**src/pwm_pkg.sv**
```systemverilog
/*
  Shared constants and types for the single channel pulse width modulator.
  Assumes a 32-bit APB master and a single system clock.
*/
package pwm_pkg;

  // Counter geometry.
  localparam int unsigned CNT_W      = 10;
  localparam int unsigned PRESC_W    = 3;
  localparam int unsigned SEL_W      = 2;

  // Register byte addresses.
  localparam logic [7:0] OFS_PERIOD_LOW   = 8'h00;
  localparam logic [7:0] OFS_PERIOD_HIGH  = 8'h04;
  localparam logic [7:0] OFS_COMPARE_LOW  = 8'h08;
  localparam logic [7:0] OFS_COMPARE_HIGH = 8'h0C;
  localparam logic [7:0] OFS_CONTROL      = 8'h10;
  localparam logic [7:0] OFS_CONTROL_3    = 8'h14;
  localparam logic [7:0] OFS_STATUS       = 8'h18;
  localparam logic [7:0] OFS_MASK         = 8'h1C;
  localparam logic [7:0] OFS_STATE        = 8'h20;

  // Field positions.
  localparam int unsigned BIT_RUN        = 0;
  localparam int unsigned BIT_LOAD       = 1;
  localparam int unsigned BIT_UNDERFLOW  = 0;
  localparam int unsigned BIT_STATE_OUT  = 16;
  localparam int unsigned HIGH_BYTE_W    = CNT_W - 8;

  // Reset values and special compare codes.
  localparam logic [CNT_W-1:0] CNT_ZERO     = 10'h000;
  localparam logic [CNT_W-1:0] CMP_ALL_ONES = 10'h3FF;
  localparam logic [CNT_W-1:0] PERIOD_RST   = 10'h000;
  localparam logic [CNT_W-1:0] COMPARE_RST  = 10'h000;
  localparam logic [SEL_W-1:0] SEL_RST      = 2'h0;
  localparam logic [PRESC_W-1:0] PRESC_ONE  = 3'h1;

  // A period and compare pair moves as one unit between holding and active.
  typedef struct packed {
    logic [CNT_W-1:0] period;
    logic [CNT_W-1:0] compare;
  } mod_values_t;

  // Bus access phase summary.
  typedef struct packed {
    logic        wr;
    logic        rd;
    logic [7:0]  addr;
    logic [31:0] wdata;
  } bus_req_t;

endpackage

```
**src/pwm_channel.sv**
```systemverilog
/*
  Single channel pulse width modulator with an APB register slave.
  Assumes a synchronous APB master on clk, a synchronous active high reset,
  and a port latch outside that passes the modulator output to the pin.
*/
// The implementer's own choices: the register addresses and register access over APB.
// Behaviour
// Internal output is high after reset.
// Software sets port latch before pin follows.
// Ten-bit down counter on prescaled clock.
// Prescale select in control three bits 1:0.
// Underflow reloads counter with active period.
// Repetition rate is counter clock over period+1.
// Underflow drives high; compare match drives low.
// High time is period minus compare plus one.
// Compare all zeroes holds output high.
// Compare all ones holds output low.
// Compare above period holds output low.
// Compare writes land in a holding register.
// Period writes land in a holding register.
// Clearing run freezes the output level.
// Software stops via constant code, load, wait.
// Load copies holding at underflow, self clears.
// Underflow sets sticky flag and raises interrupt.
// Prescale codes divide by 1, 2, 4, 8.
`timescale 1ns/1ps
module pwm_channel
  import pwm_pkg::*;
(
  // Clock and reset
  input  wire logic        clk,
  input  wire logic        sys_rst,
  // APB slave
  input  wire logic        psel,
  input  wire logic        penable,
  input  wire logic        pwrite,
  input  wire logic [7:0]  paddr,
  input  wire logic [31:0] pwdata,
  output logic [31:0]      prdata,
  output logic             pready,
  output logic             pslverr,
  // Modulator output towards the port latch
  output logic             modulator_channel_zero,
  // Interrupt
  output logic             period_irq
);

  // Bus decode.
  bus_req_t   req;
  logic       access;
  logic       hit_pl;
  logic       hit_ph;
  logic       hit_cl;
  logic       hit_ch;
  logic       hit_ctl;
  logic       hit_ctl3;
  logic       hit_sts;
  logic       hit_msk;
  logic       hit_state;
  logic       mapped;
  logic [31:0] rd_mux;

  // Register state.
  mod_values_t            hold_q;
  mod_values_t            active_q;
  logic                   run_q;
  logic                   load_q;
  logic [SEL_W-1:0]       prescale_select_q;
  logic                   counter_underflow_flag_q;
  logic                   mask_q;
  logic                   pready_q;
  logic                   pslverr_q;
  logic [31:0]            prdata_q;
  logic                   irq_q;

  // Counter state.
  logic [PRESC_W-1:0]     presc_q;
  logic [PRESC_W-1:0]     presc_limit;
  logic                   tick;
  logic [CNT_W-1:0]       cnt_q;
  logic [CNT_W-1:0]       cnt_d;
  logic                   out_q;
  logic                   out_d;
  logic                   underflow;
  logic                   force_high;
  logic                   force_low;
  logic                   match;

  assign req.wr    = psel & penable & pready_q & pwrite;
  assign req.rd    = psel & penable & ~pready_q & ~pwrite;
  assign req.addr  = paddr;
  assign req.wdata = pwdata;
  assign access    = psel & penable & ~pready_q;

  assign hit_pl    = (req.addr == OFS_PERIOD_LOW);
  assign hit_ph    = (req.addr == OFS_PERIOD_HIGH);
  assign hit_cl    = (req.addr == OFS_COMPARE_LOW);
  assign hit_ch    = (req.addr == OFS_COMPARE_HIGH);
  assign hit_ctl   = (req.addr == OFS_CONTROL);
  assign hit_ctl3  = (req.addr == OFS_CONTROL_3);
  assign hit_sts   = (req.addr == OFS_STATUS);
  assign hit_msk   = (req.addr == OFS_MASK);
  assign hit_state = (req.addr == OFS_STATE);
  assign mapped    = hit_pl | hit_ph | hit_cl | hit_ch | hit_ctl | hit_ctl3 |
                     hit_sts | hit_msk | hit_state;

  // Reads of the period and compare bytes return the holding copies.
  assign rd_mux =
    hit_pl    ? {24'h000000, hold_q.period[7:0]} :
    hit_ph    ? {30'h00000000, hold_q.period[CNT_W-1:8]} :
    hit_cl    ? {24'h000000, hold_q.compare[7:0]} :
    hit_ch    ? {30'h00000000, hold_q.compare[CNT_W-1:8]} :
    hit_ctl   ? {30'h00000000, load_q, run_q} :
    hit_ctl3  ? {30'h00000000, prescale_select_q} :
    hit_sts   ? {31'h00000000, counter_underflow_flag_q} :
    hit_msk   ? {31'h00000000, mask_q} :
    hit_state ? {15'h0000, out_q, 6'h00, cnt_q} :
                32'h00000000;

  // Divide ratio is two to the power of the select code.
  assign presc_limit = PRESC_W'((PRESC_ONE << prescale_select_q) - PRESC_ONE);
  assign tick        = run_q & (presc_q == presc_limit);
  assign underflow   = tick & (cnt_q == CNT_ZERO);

  // Special compare codes override the counter.
  assign force_high = (active_q.compare == COMPARE_RST);
  assign force_low  = (active_q.compare == CMP_ALL_ONES) |
                      (active_q.compare > active_q.period);
  assign match      = tick & (cnt_q == active_q.compare);

  // Down count with reload on underflow.
  assign cnt_d = underflow ? active_q.period :
                 tick      ? CNT_W'(cnt_q - 10'h001) :
                             cnt_q;

  // High from underflow to compare match, so high spans period-compare+1 ticks.
  // With run clear nothing ticks, so the level stays where it was.
  assign out_d = ~tick      ? out_q :
                 force_high ? 1'b1 :
                 force_low  ? 1'b0 :
                 underflow  ? 1'b1 :
                 match      ? 1'b0 :
                              out_q;

  // Bus answer takes one wait state so that every output comes from a flop.
  always_ff @(posedge clk) begin
    if (sys_rst) begin
      pready_q  <= 1'b0;
      pslverr_q <= 1'b0;
      prdata_q  <= 32'h00000000;
    end else begin
      pready_q  <= access;
      pslverr_q <= access & ~mapped;
      if (req.rd) begin
        prdata_q <= rd_mux;
      end
    end
  end

  // Holding registers take software writes only.
  always_ff @(posedge clk) begin
    if (sys_rst) begin
      hold_q.period  <= PERIOD_RST;
      hold_q.compare <= COMPARE_RST;
    end else if (req.wr) begin
      if (hit_pl) hold_q.period[7:0] <= req.wdata[7:0];
      if (hit_ph) hold_q.period[CNT_W-1:8] <= req.wdata[HIGH_BYTE_W-1:0];
      if (hit_cl) hold_q.compare[7:0] <= req.wdata[7:0];
      if (hit_ch) hold_q.compare[CNT_W-1:8] <= req.wdata[HIGH_BYTE_W-1:0];
    end
  end

  // Active pair changes only at an underflow with load pending.
  always_ff @(posedge clk) begin
    if (sys_rst) begin
      active_q.period  <= PERIOD_RST;
      active_q.compare <= COMPARE_RST;
    end else if (underflow & load_q) begin
      active_q <= hold_q;
    end
  end

  // A software write of load wins over the hardware clear in the same cycle.
  always_ff @(posedge clk) begin
    if (sys_rst) begin
      run_q             <= 1'b0;
      load_q            <= 1'b0;
      prescale_select_q <= SEL_RST;
    end else begin
      if (req.wr & hit_ctl) begin
        run_q  <= req.wdata[BIT_RUN];
        load_q <= req.wdata[BIT_LOAD] | (load_q & ~underflow);
      end else if (underflow) begin
        load_q <= 1'b0;
      end
      if (req.wr & hit_ctl3) begin
        prescale_select_q <= req.wdata[SEL_W-1:0];
      end
    end
  end

  // Sticky flag: an underflow in the clearing cycle still sets it.
  always_ff @(posedge clk) begin
    if (sys_rst) begin
      counter_underflow_flag_q <= 1'b0;
      mask_q                   <= 1'b0;
      irq_q                    <= 1'b0;
    end else begin
      counter_underflow_flag_q <= underflow | (counter_underflow_flag_q &
                                  ~(req.wr & hit_sts & req.wdata[BIT_UNDERFLOW]));
      if (req.wr & hit_msk) begin
        mask_q <= req.wdata[BIT_UNDERFLOW];
      end
      irq_q <= counter_underflow_flag_q & mask_q;
    end
  end

  // Prescaler restarts whenever run is clear so the first tick is a full one.
  always_ff @(posedge clk) begin
    if (sys_rst) begin
      presc_q <= '0;
    end else if (~run_q | tick) begin
      presc_q <= '0;
    end else begin
      presc_q <= PRESC_W'(presc_q + PRESC_ONE);
    end
  end

  // Output starts high so the pin idles high once the port latch is set.
  always_ff @(posedge clk) begin
    if (sys_rst) begin
      cnt_q <= CNT_ZERO;
      out_q <= 1'b1;
    end else begin
      cnt_q <= cnt_d;
      out_q <= out_d;
    end
  end

  assign prdata                 = prdata_q;
  assign pready                 = pready_q;
  assign pslverr                = pslverr_q;
  assign modulator_channel_zero = out_q;
  assign period_irq             = irq_q;

  // Assertions.
  a_reset_out_high: assert property (@(posedge clk)
    $fell(sys_rst) |-> modulator_channel_zero)
    else $error("Output not high after reset.");

  a_tick_spacing: assert property (@(posedge clk) disable iff (sys_rst)
    (tick & (prescale_select_q == 2'h3) & $stable(prescale_select_q)) |=>
    (!tick || (prescale_select_q != 2'h3))[*7])
    else $error("Prescale divide by eight broken.");

  a_reload_period: assert property (@(posedge clk) disable iff (sys_rst)
    underflow |=> (cnt_q == $past(active_q.period)))
    else $error("Counter not reloaded at underflow.");

  a_count_down: assert property (@(posedge clk) disable iff (sys_rst)
    (tick & !underflow) |=> (cnt_q == $past(cnt_q) - 10'h001))
    else $error("Counter did not step down.");

  a_high_at_uf: assert property (@(posedge clk) disable iff (sys_rst)
    (underflow & !force_low) |=> modulator_channel_zero)
    else $error("Output not high after underflow.");

  a_low_at_match: assert property (@(posedge clk) disable iff (sys_rst)
    (match & !underflow & !force_high) |=> !modulator_channel_zero)
    else $error("Output not low after compare match.");

  a_zero_high: assert property (@(posedge clk) disable iff (sys_rst)
    (tick & (active_q.compare == 10'h000)) |=> modulator_channel_zero)
    else $error("Compare zero did not hold high.");

  a_ones_low: assert property (@(posedge clk) disable iff (sys_rst)
    (tick & (active_q.compare == 10'h3FF)) |=> !modulator_channel_zero)
    else $error("Compare all ones did not hold low.");

  a_above_low: assert property (@(posedge clk) disable iff (sys_rst)
    (tick & (active_q.compare > active_q.period)) |=> !modulator_channel_zero)
    else $error("Compare above period did not hold low.");

  a_freeze_stop: assert property (@(posedge clk) disable iff (sys_rst)
    (!run_q && !$past(run_q)) |-> ($stable(modulator_channel_zero) && $stable(cnt_q)))
    else $error("Output moved while stopped.");

  a_load_copy: assert property (@(posedge clk) disable iff (sys_rst)
    (underflow & load_q & !(req.wr & hit_ctl)) |=> (active_q == $past(hold_q)) && !load_q)
    else $error("Load did not copy and clear.");

  a_hold_only: assert property (@(posedge clk) disable iff (sys_rst)
    !(underflow & load_q) |=> $stable(active_q))
    else $error("Active pair changed without load.");

  a_flag_set: assert property (@(posedge clk) disable iff (sys_rst)
    underflow |=> counter_underflow_flag_q ##1 (period_irq == $past(mask_q)))
    else $error("Underflow flag or interrupt missing.");

  a_cnt_at_tick: assert property (@(posedge clk) disable iff (sys_rst)
    !tick |=> $stable(cnt_q))
    else $error("Counter moved without a tick.");

  a_out_at_tick: assert property (@(posedge clk) disable iff (sys_rst)
    !tick |=> $stable(modulator_channel_zero))
    else $error("Output moved without a tick.");

  a_stop_no_tick: assert property (@(posedge clk) disable iff (sys_rst)
    !run_q |-> !tick)
    else $error("Counter ticked while stopped.");

  a_sel_write: assert property (@(posedge clk) disable iff (sys_rst)
    (req.wr & hit_ctl3) |=> (prescale_select_q == SEL_W'($past(pwdata))))
    else $error("Prescale select not written.");

  a_hold_period: assert property (@(posedge clk) disable iff (sys_rst)
    (req.wr & hit_pl) |=> (hold_q.period[7:0] == 8'($past(pwdata))))
    else $error("Period low byte not held.");

  a_hold_compare: assert property (@(posedge clk) disable iff (sys_rst)
    (req.wr & hit_cl) |=> (hold_q.compare[7:0] == 8'($past(pwdata))))
    else $error("Compare low byte not held.");

  a_load_set: assert property (@(posedge clk) disable iff (sys_rst)
    (req.wr & hit_ctl & pwdata[BIT_LOAD]) |=> load_q)
    else $error("Load request not taken.");

  a_load_stays: assert property (@(posedge clk) disable iff (sys_rst)
    (load_q & !underflow) |=> load_q)
    else $error("Load dropped before underflow.");

  a_flag_sticky: assert property (@(posedge clk) disable iff (sys_rst)
    (counter_underflow_flag_q & !(req.wr & hit_sts & pwdata[BIT_UNDERFLOW])) |=>
    counter_underflow_flag_q)
    else $error("Underflow flag dropped by itself.");

  a_flag_clear: assert property (@(posedge clk) disable iff (sys_rst)
    (req.wr & hit_sts & pwdata[BIT_UNDERFLOW] & !underflow) |=> !counter_underflow_flag_q)
    else $error("Underflow flag not cleared.");

  a_irq_on: assert property (@(posedge clk) disable iff (sys_rst)
    (counter_underflow_flag_q & mask_q) |=> period_irq)
    else $error("Interrupt missing for unmasked flag.");

  a_irq_off: assert property (@(posedge clk) disable iff (sys_rst)
    !(counter_underflow_flag_q & mask_q) |=> !period_irq)
    else $error("Interrupt raised without unmasked flag.");

endmodule

```
**config.mk**
```make
export PLATFORM = sky130hd
export DESIGN_NAME = pwm_channel
export DESIGN_NICKNAME = d
export VERILOG_FILES = /design/src/pwm_pkg.sv /design/src/pwm_channel.sv
export SDC_FILE = /design/constraint.sdc
export NUM_CORES = 1
export LEC_CHECK = 0
export BUFFER_PORTS_ARGS = -buffer_cell sky130_fd_sc_hd__buf_4
export CAP_MARGIN = 10
export CORE_ASPECT_RATIO = 0.5
export CORE_UTILIZATION = 30
export DETAILED_ROUTE_END_ITERATION = 7
export PLACE_DENSITY = 0.57
export SYNTH_ARGS = -nofsm -noshare
export SYNTH_HDL_FRONTEND = slang
export SYNTH_SLANG_ARGS = --single-unit
```
**constraint.sdc**
```tcl
create_clock -name clk -period 2.8 [get_ports clk]
set_clock_uncertainty 0.05 [all_clocks]
set_input_delay 0.14 -clock clk [delete_from_list [all_inputs] [get_ports clk]]
set_output_delay 0.14 -clock clk [all_outputs]
set_load 0.005 [all_outputs]
```
==> reports/qor.yml, run 1 <==
run_status:
  status: "completed"
global_routing:
  grt_overflow: 0
  grt_max_degree: 74
  antenna_found_initial: 0
  grt_pass1_vias: 3072
  grt_pass1_wl_um: 16000
  track_usage_pct: 15.8
clocking:
  worstSkewPairLatency_ns: 0.33
  cts_sinks: 74
  cts_tree: "built"
  cts_setup_buffers: 0
  post_cts_resized: 0
  clock-root-buffer: "clkbuf_16"
  cts_max_level: 3
  holdBufCountCts: 0
  cts_made_buffers: 9
  cts.clk_slew.worst_paths_ns: 0.06
  clk_path_buf_depth: 2
route:
  finalWirelength_um: 9840
  via_per_inst: 5.03
  drt_iter0_drc: 209
  drc_errors: 0
  dr.pass1.iters: 5
  wl_per_cell_um: 14.9
  ant_nets: 0
  vias: 3317
setup_path:
  path_max_fanout: 11
  cp-end-kind: "register"
  cp-start-kind: "register"
  cpMaxStageDelayCell: "or3b_2"
  crit_arrival_ns: 2.57
  cp.required_ns: 2.98
  path_class: "reg -> reg"
  critical_path.cell_chain: "inv_1 > ha_1 > or3b_2 > nor3_2 > o21ai_1 > mux2_2 > o32ai_1"
  max_stage_delay_ns: 0.50
pwr:
  cellPowerDensity_nw_per_um2: 521
  leakagePower_nw: 1.75
  finalPower_mw: 2.33
  ir_worst_vdd_mv: 0.337
synthesis:
  ys_types: 53
  ys_ff_latch: 74
  async_flop_share_pct: 0
  ys_seq_area_share_pct: 38.9
  synth_edf_count: 0
  syn_avg_cell_area_sq_um: 8.25
  synth_area_sq_um: 3810
  ys.flop_type: "dfxtp_1"
  synth_cells: 462
  yosys_warnings: 0
die:
  die_h_um: 81.7
  die_x_um: 161
  core_region_area_sq_um: 12100
  initial_utilization_pct: 31.5
  num_rows: 28
  io_pins: 81
  dieArea_sq_um: 13200
sta:
  setup_viol: 0
  period_needed_ns: 2.38
  max_clock_freq_ghz: 0.419
  tns_ns: 0
  rsz0062_at_grt: "no"
  worst_slew_pin_slew_ns: 1.08
  period_share_pct: 85.2
  worst_slack_ns: 0.415
  slew_headroom_pct: 27.4
  slew_viol_final: 0
  finalHoldViolCount: 0
finish:
  nNetsFinal: 547
  seq_area_sq_um: 1480
  final_cells: 659
  fillers: 1245
  num_antenna_cells: 0
  multiInputGateArea_sq_um: 2070
  drive_gt1_share_pct: 15.2
  area_growth_pct: 17.5
placed_design:
  place_inst: 644
  hpwl_um: 7220
  port_buffers: 35
  place_ws_ns: 0.424
  place.gp.congestion: 0.845
hold_path:
  hp-class: "in -> reg"
flow_run:
  drv_cap: 0
cells in the mapped netlist, types with 2 or more instances:
cell / number / share of area [%]
o21ai_0: 10 / 1.3
nor3b_1: 2 / 0.39
mux2_2: 5 / 1.5
a22oi_1: 3 / 0.59
ha_1: 12 / 3.9
nor4_1: 3 / 0.49
clkbuf_1: 23 / 2.3
mux2i_1: 20 / 5.3
o41ai_1: 2 / 0.46
nor2_1: 35 / 3.4
and4_1: 2 / 0.46
or4_1: 3 / 0.59
buf_4: 21 / 4.1
dfxtp_1: 74 / 39
inv_1: 17 / 1.7
nand4_1: 7 / 1.1
or4b_1: 2 / 0.53
a32o_1: 2 / 0.53
nand2_1: 55 / 5.4
a222oi_1: 4 / 1.1
o22ai_1: 4 / 0.66
xor2_1: 5 / 1.1
and3_1: 2 / 0.33
or3_4: 2 / 0.59
buf_2: 6 / 0.79
a21oi_1: 43 / 5.6
xnor2_1: 8 / 1.8
o31ai_1: 4 / 0.79
a311oi_1: 4 / 0.92
and2_1: 4 / 0.66
a211oi_1: 7 / 1.4
or3_1: 8 / 1.3
nor3_2: 2 / 0.53
nand3_1: 30 / 3.9
o211ai_1: 2 / 0.39
nor3_1: 12 / 1.6
final cells by class:
class,count,share of cell area [%]
multi-input cells,341,46.2
flip-flops and latches,74,33.1
repair buffers,47,7.88
clock buffers,13,6.04
well taps,165,4.61
inverters,17,1.42
clock inverters,2,0.782
critical path, delay by kind of cell (launching register included):
kind	cells	cell delay, ns
multiplexers	1	0.42
AND/OR/NAND/NOR	2	0.76
flip-flops	1	0.31
AO/OA/AOI/OAI	2	0.54
buffers and inverters	1	0.05
adder cells (fa/ha/maj)	1	0.15
cell families (layout without fill, tap and decap cells):
group / after synthesis / in the layout / synth area share (%)
compound gates: 93 / 93 / 15.4
xor+xnor: 13 / 13 / 2.99
fa+ha+maj: 12 / 12 / 3.94
buf+inv: 67 / 79 / 8.86
flops: 74 / 74 / 38.9
mux: 25 / 25 / 6.73
other cells: 1 / 21 / 0.0984
simple gates: 177 / 177 / 23.1
flip-flops by register name, summed over array words and instances, names as in the netlist:
name	count
active_q	20
hold_q	20
prdata	11
cnt_q	10
presc_q	3
prescale_select_q	2
counter_underflow_flag_q	1
load_q	1
mask_q	1
modulator_channel_zero	1
period_irq	1
pready	1
pslverr	1
run_q	1
metal layers:
layer,share of wire (%),global-route usage (%)
met3,5.2,3.89
met4,0.74,4.53
met5,0,0
met1,50,21.4
met2,44,24.9
cells in the final DEF, fill, tap and decap left out, types with 4 or more instances in the layout:
cell	Yosys	routed
a211oi_1	7	7
a21oi_1	43	43
a222oi_1	4	4
a311oi_1	4	4
and2_1	4	4
buf_4	21	47
clkbuf_16	0	9
conb_1	1	21
dfxtp_1	74	74
ha_1	12	12
inv_1	17	17
mux2_2	5	5
mux2i_1	20	20
nand2_1	55	55
nand3_1	30	30
nand4_1	7	7
nor2_1	35	35
nor3_1	12	12
o21ai_0	10	10
o22ai_1	4	4
o31ai_1	4	4
or3_1	8	8
xnor2_1	8	8
xor2_1	5	5
worst paths after layout:
| kind | startpoint | endpoint | slack, ns | cells after the start |
|---|---|---|---|---|
| setup / recovery | cnt_q[0] | cnt_q[3] | 0.42 | 7 |
| hold / removal | pwdata[3] | hold_q[3] | 0.02 | 3 |
| setup reg to reg | cnt_q[0] | cnt_q[3] | 0.42 | 7 |
| hold reg to reg | prdata[8] | prdata[8] | 0.40 | 2 |
where the power goes:
| group | internal (mW) | leakage, nW | switching, mW |
|---|---|---|---|
| Sequential | 1.06 | 0.597 | 0.00337 |
| Clock | 0.756 | 0.152 | 0.420 |
| Combinational | 0.0358 | 0.998 | 0.0576 |
| Total | 1.85 | 1.75 | 0.481 |
through the flow:
step           instance area [sq um]  utilization (%)  hold WS, ns
3_5_place_dp                    4170             34.5        0.364
6_report                        4480             37.0       0.0231
3_3_place_gp                    4170             34.5        0.359
4_1_cts                         4480             37.0       0.0143
5_1_grt                         4480             37.0      0.00988
2_1_floorplan                   3890                -        0.230
No activity file was read; power rests on OpenSTA's default activity.
==> inputs of run 2 (changes only) <==
--- a/config.mk
+++ b/config.mk
@@ -7,10 +7,13 @@
 export LEC_CHECK = 0
 export BUFFER_PORTS_ARGS = -buffer_cell sky130_fd_sc_hd__buf_4
 export CAP_MARGIN = 10
+export CELL_PAD_IN_SITES_DETAIL_PLACEMENT = 0
+export CELL_PAD_IN_SITES_GLOBAL_PLACEMENT = 1
 export CORE_ASPECT_RATIO = 0.5
 export CORE_UTILIZATION = 30
 export DETAILED_ROUTE_END_ITERATION = 7
-export PLACE_DENSITY = 0.57
+export PLACE_DENSITY = 0.7
+export RECOVER_POWER = 100
 export SYNTH_ARGS = -nofsm -noshare
 export SYNTH_HDL_FRONTEND = slang
 export SYNTH_SLANG_ARGS = --single-unit
==> reports/qor.yml, run 2 (synthesized netlist as in run 1, its figures left out) <==
finish:
  mostFrequentLayoutCells: "dfxtp_1 (74), nand2_1 (55), a21oi_1 (43), nor2_1 (35), nand3_1 (30)"
  layout_commonest_cell: "dfxtp_1"
  final_util_pct: 36.8
  nNetsFinal: 545
  drive_gt1_share_pct: 14.2
  area_growth_pct: 16.8
  design_area_sq_um: 4450
  final_cells: 658
  num_antenna_cells: 0
route:
  drt_iter0_drc: 192
  drc_errors: 0
  ant_nets: 0
  via_per_inst: 5.05
  finalWirelength_um: 10100
  wl_per_cell_um: 15.3
  dr.pass1.iters: 6
  vias: 3325
die:
  die_x_um: 161
  die_h_um: 81.7
  io_pins: 81
  dieArea_sq_um: 13200
  core_region_area_sq_um: 12100
  initial_utilization_pct: 31.5
  num_rows: 28
sta:
  worst_slack_ns: 0.309
  rsz0062_at_grt: "no"
  slew_viol_final: 91
  hold_slack_ns: 0.0127
  worst_slew_pin_slew_ns: 1.55
  finalHoldViolCount: 0
  period_needed_ns: 2.49
  tns_ns: 0
  setup_viol: 0
  period_share_pct: 89.0
  max_clock_freq_ghz: 0.401
  slew_headroom_pct: -4.46
global_routing:
  grt_max_degree: 74
  track_usage_pct: 16.4
  grt_pass1_wl_um: 16500
  grt_pass1_vias: 3091
  antenna_found_initial: 0
  grt_overflow: 0
setup_path:
  critical_path.cell_chain: "inv_1 > ha_1 > or3b_2 > nor3_1 > o21a_1 > clkbuf_2 > or4b_1 > a31oi_1"
  path_class: "reg -> reg"
  cp-end-kind: "register"
  cp.required_ns: 2.90
  cpMaxStageDelayCell: "or3b_2"
  crit_arrival_ns: 2.59
  cpLargestDelayFamily: "simple AND/OR/NAND/NOR gates"
  critPathBufInv: 2
  cp-start-kind: "register"
  path_max_fanout: 11
  max_stage_delay_ns: 0.50
run_status:
  violations: "max-capacitance violations, max-slew violations"
  status: "complete, but fails checks"
placed_design:
  place_inst: 642
  place_ws_ns: 0.508
  hpwl_um: 7350
  place.gp.congestion: 0.849
  port_buffers: 35
  placed_area_sq_um: 4160
clocking:
  worstSkewPairLatency_ns: 0.34
  cts_max_level: 3
  cts_made_buffers: 9
  holdBufCountCts: 0
  clock-root-buffer: "clkbuf_16"
  cts_setup_buffers: 0
  post_cts_resized: 0
  clk_path_buf_depth: 2
  cts_tree: "built"
  cts_sinks: 74
  cts.clk_slew.worst_paths_ns: 0.06
hold_path:
  hp-class: "in -> reg"
pwr:
  finalPower_mw: 2.40
  ir_worst_vdd_mv: 0.290
  cellPowerDensity_nw_per_um2: 539
  leakagePower_nw: 1.71
flow_run:
  drv_cap: 2
-- run 2: changes by cell type in the layout (fill, tap and decap cells not counted), moves of 3 or more --
cell / previous run / this run
buf_4: 47 / 27
clkbuf_4: 0 / 12
and2_0: 0 / 3
and2_1: 4 / 1
clkbuf_1: 1 / 4
clkinv_2: 1 / 4
-- run 2: report_power, final --
group / total (mW) / internal, mW / switching, mW
Combinational: 0.0911 / 0.0339 / 0.0572
Clock: 1.25 / 0.798 / 0.448
Sequential: 1.06 / 1.06 / 0.00310
Total: 2.40 / 1.89 / 0.509
-- run 2: final cells by class --
class	count	area [sq um]
Tap cell	165	206
Fill cell	1274	7630
Timing Repair Buffer	45	318
Clock buffer	10	239
Clock inverter	6	80.1
Inverter	17	63.8
Sequential cell	74	1480
Multi-Input combinational cell	341	2060
-- run 2: tightest hold or removal path: cells and delay by family --
kind	cells	cell delay, ns
buffers and inverters	1	0.11
and+or+nand+nor	1	0.05
AOI/OAI and AO/OA	1	0.05
-- run 2: path summary, 6_finish.rpt --
kind | start | endpoint | slack, ns | depth (start not counted)
setup / recovery | cnt_q[0] | cnt_q[9] | 0.31 | 8
hold / removal | pwdata[7] | hold_q[7] | 0.01 | 3
setup reg to reg | cnt_q[0] | cnt_q[9] | 0.31 | 8
hold reg to reg | prdata[8] | prdata[8] | 0.40 | 2
-- run 2: routing by layer --
layer  track usage [%]  vias to the layer above  part of all wire, %
li1                  -                     1668                    -
met1              22.3                     1547                   50
met2              25.8                      102                   43
met3              4.29                        8                  6.4
met4              4.53                        0                 0.78
met5                 0                        -                    0
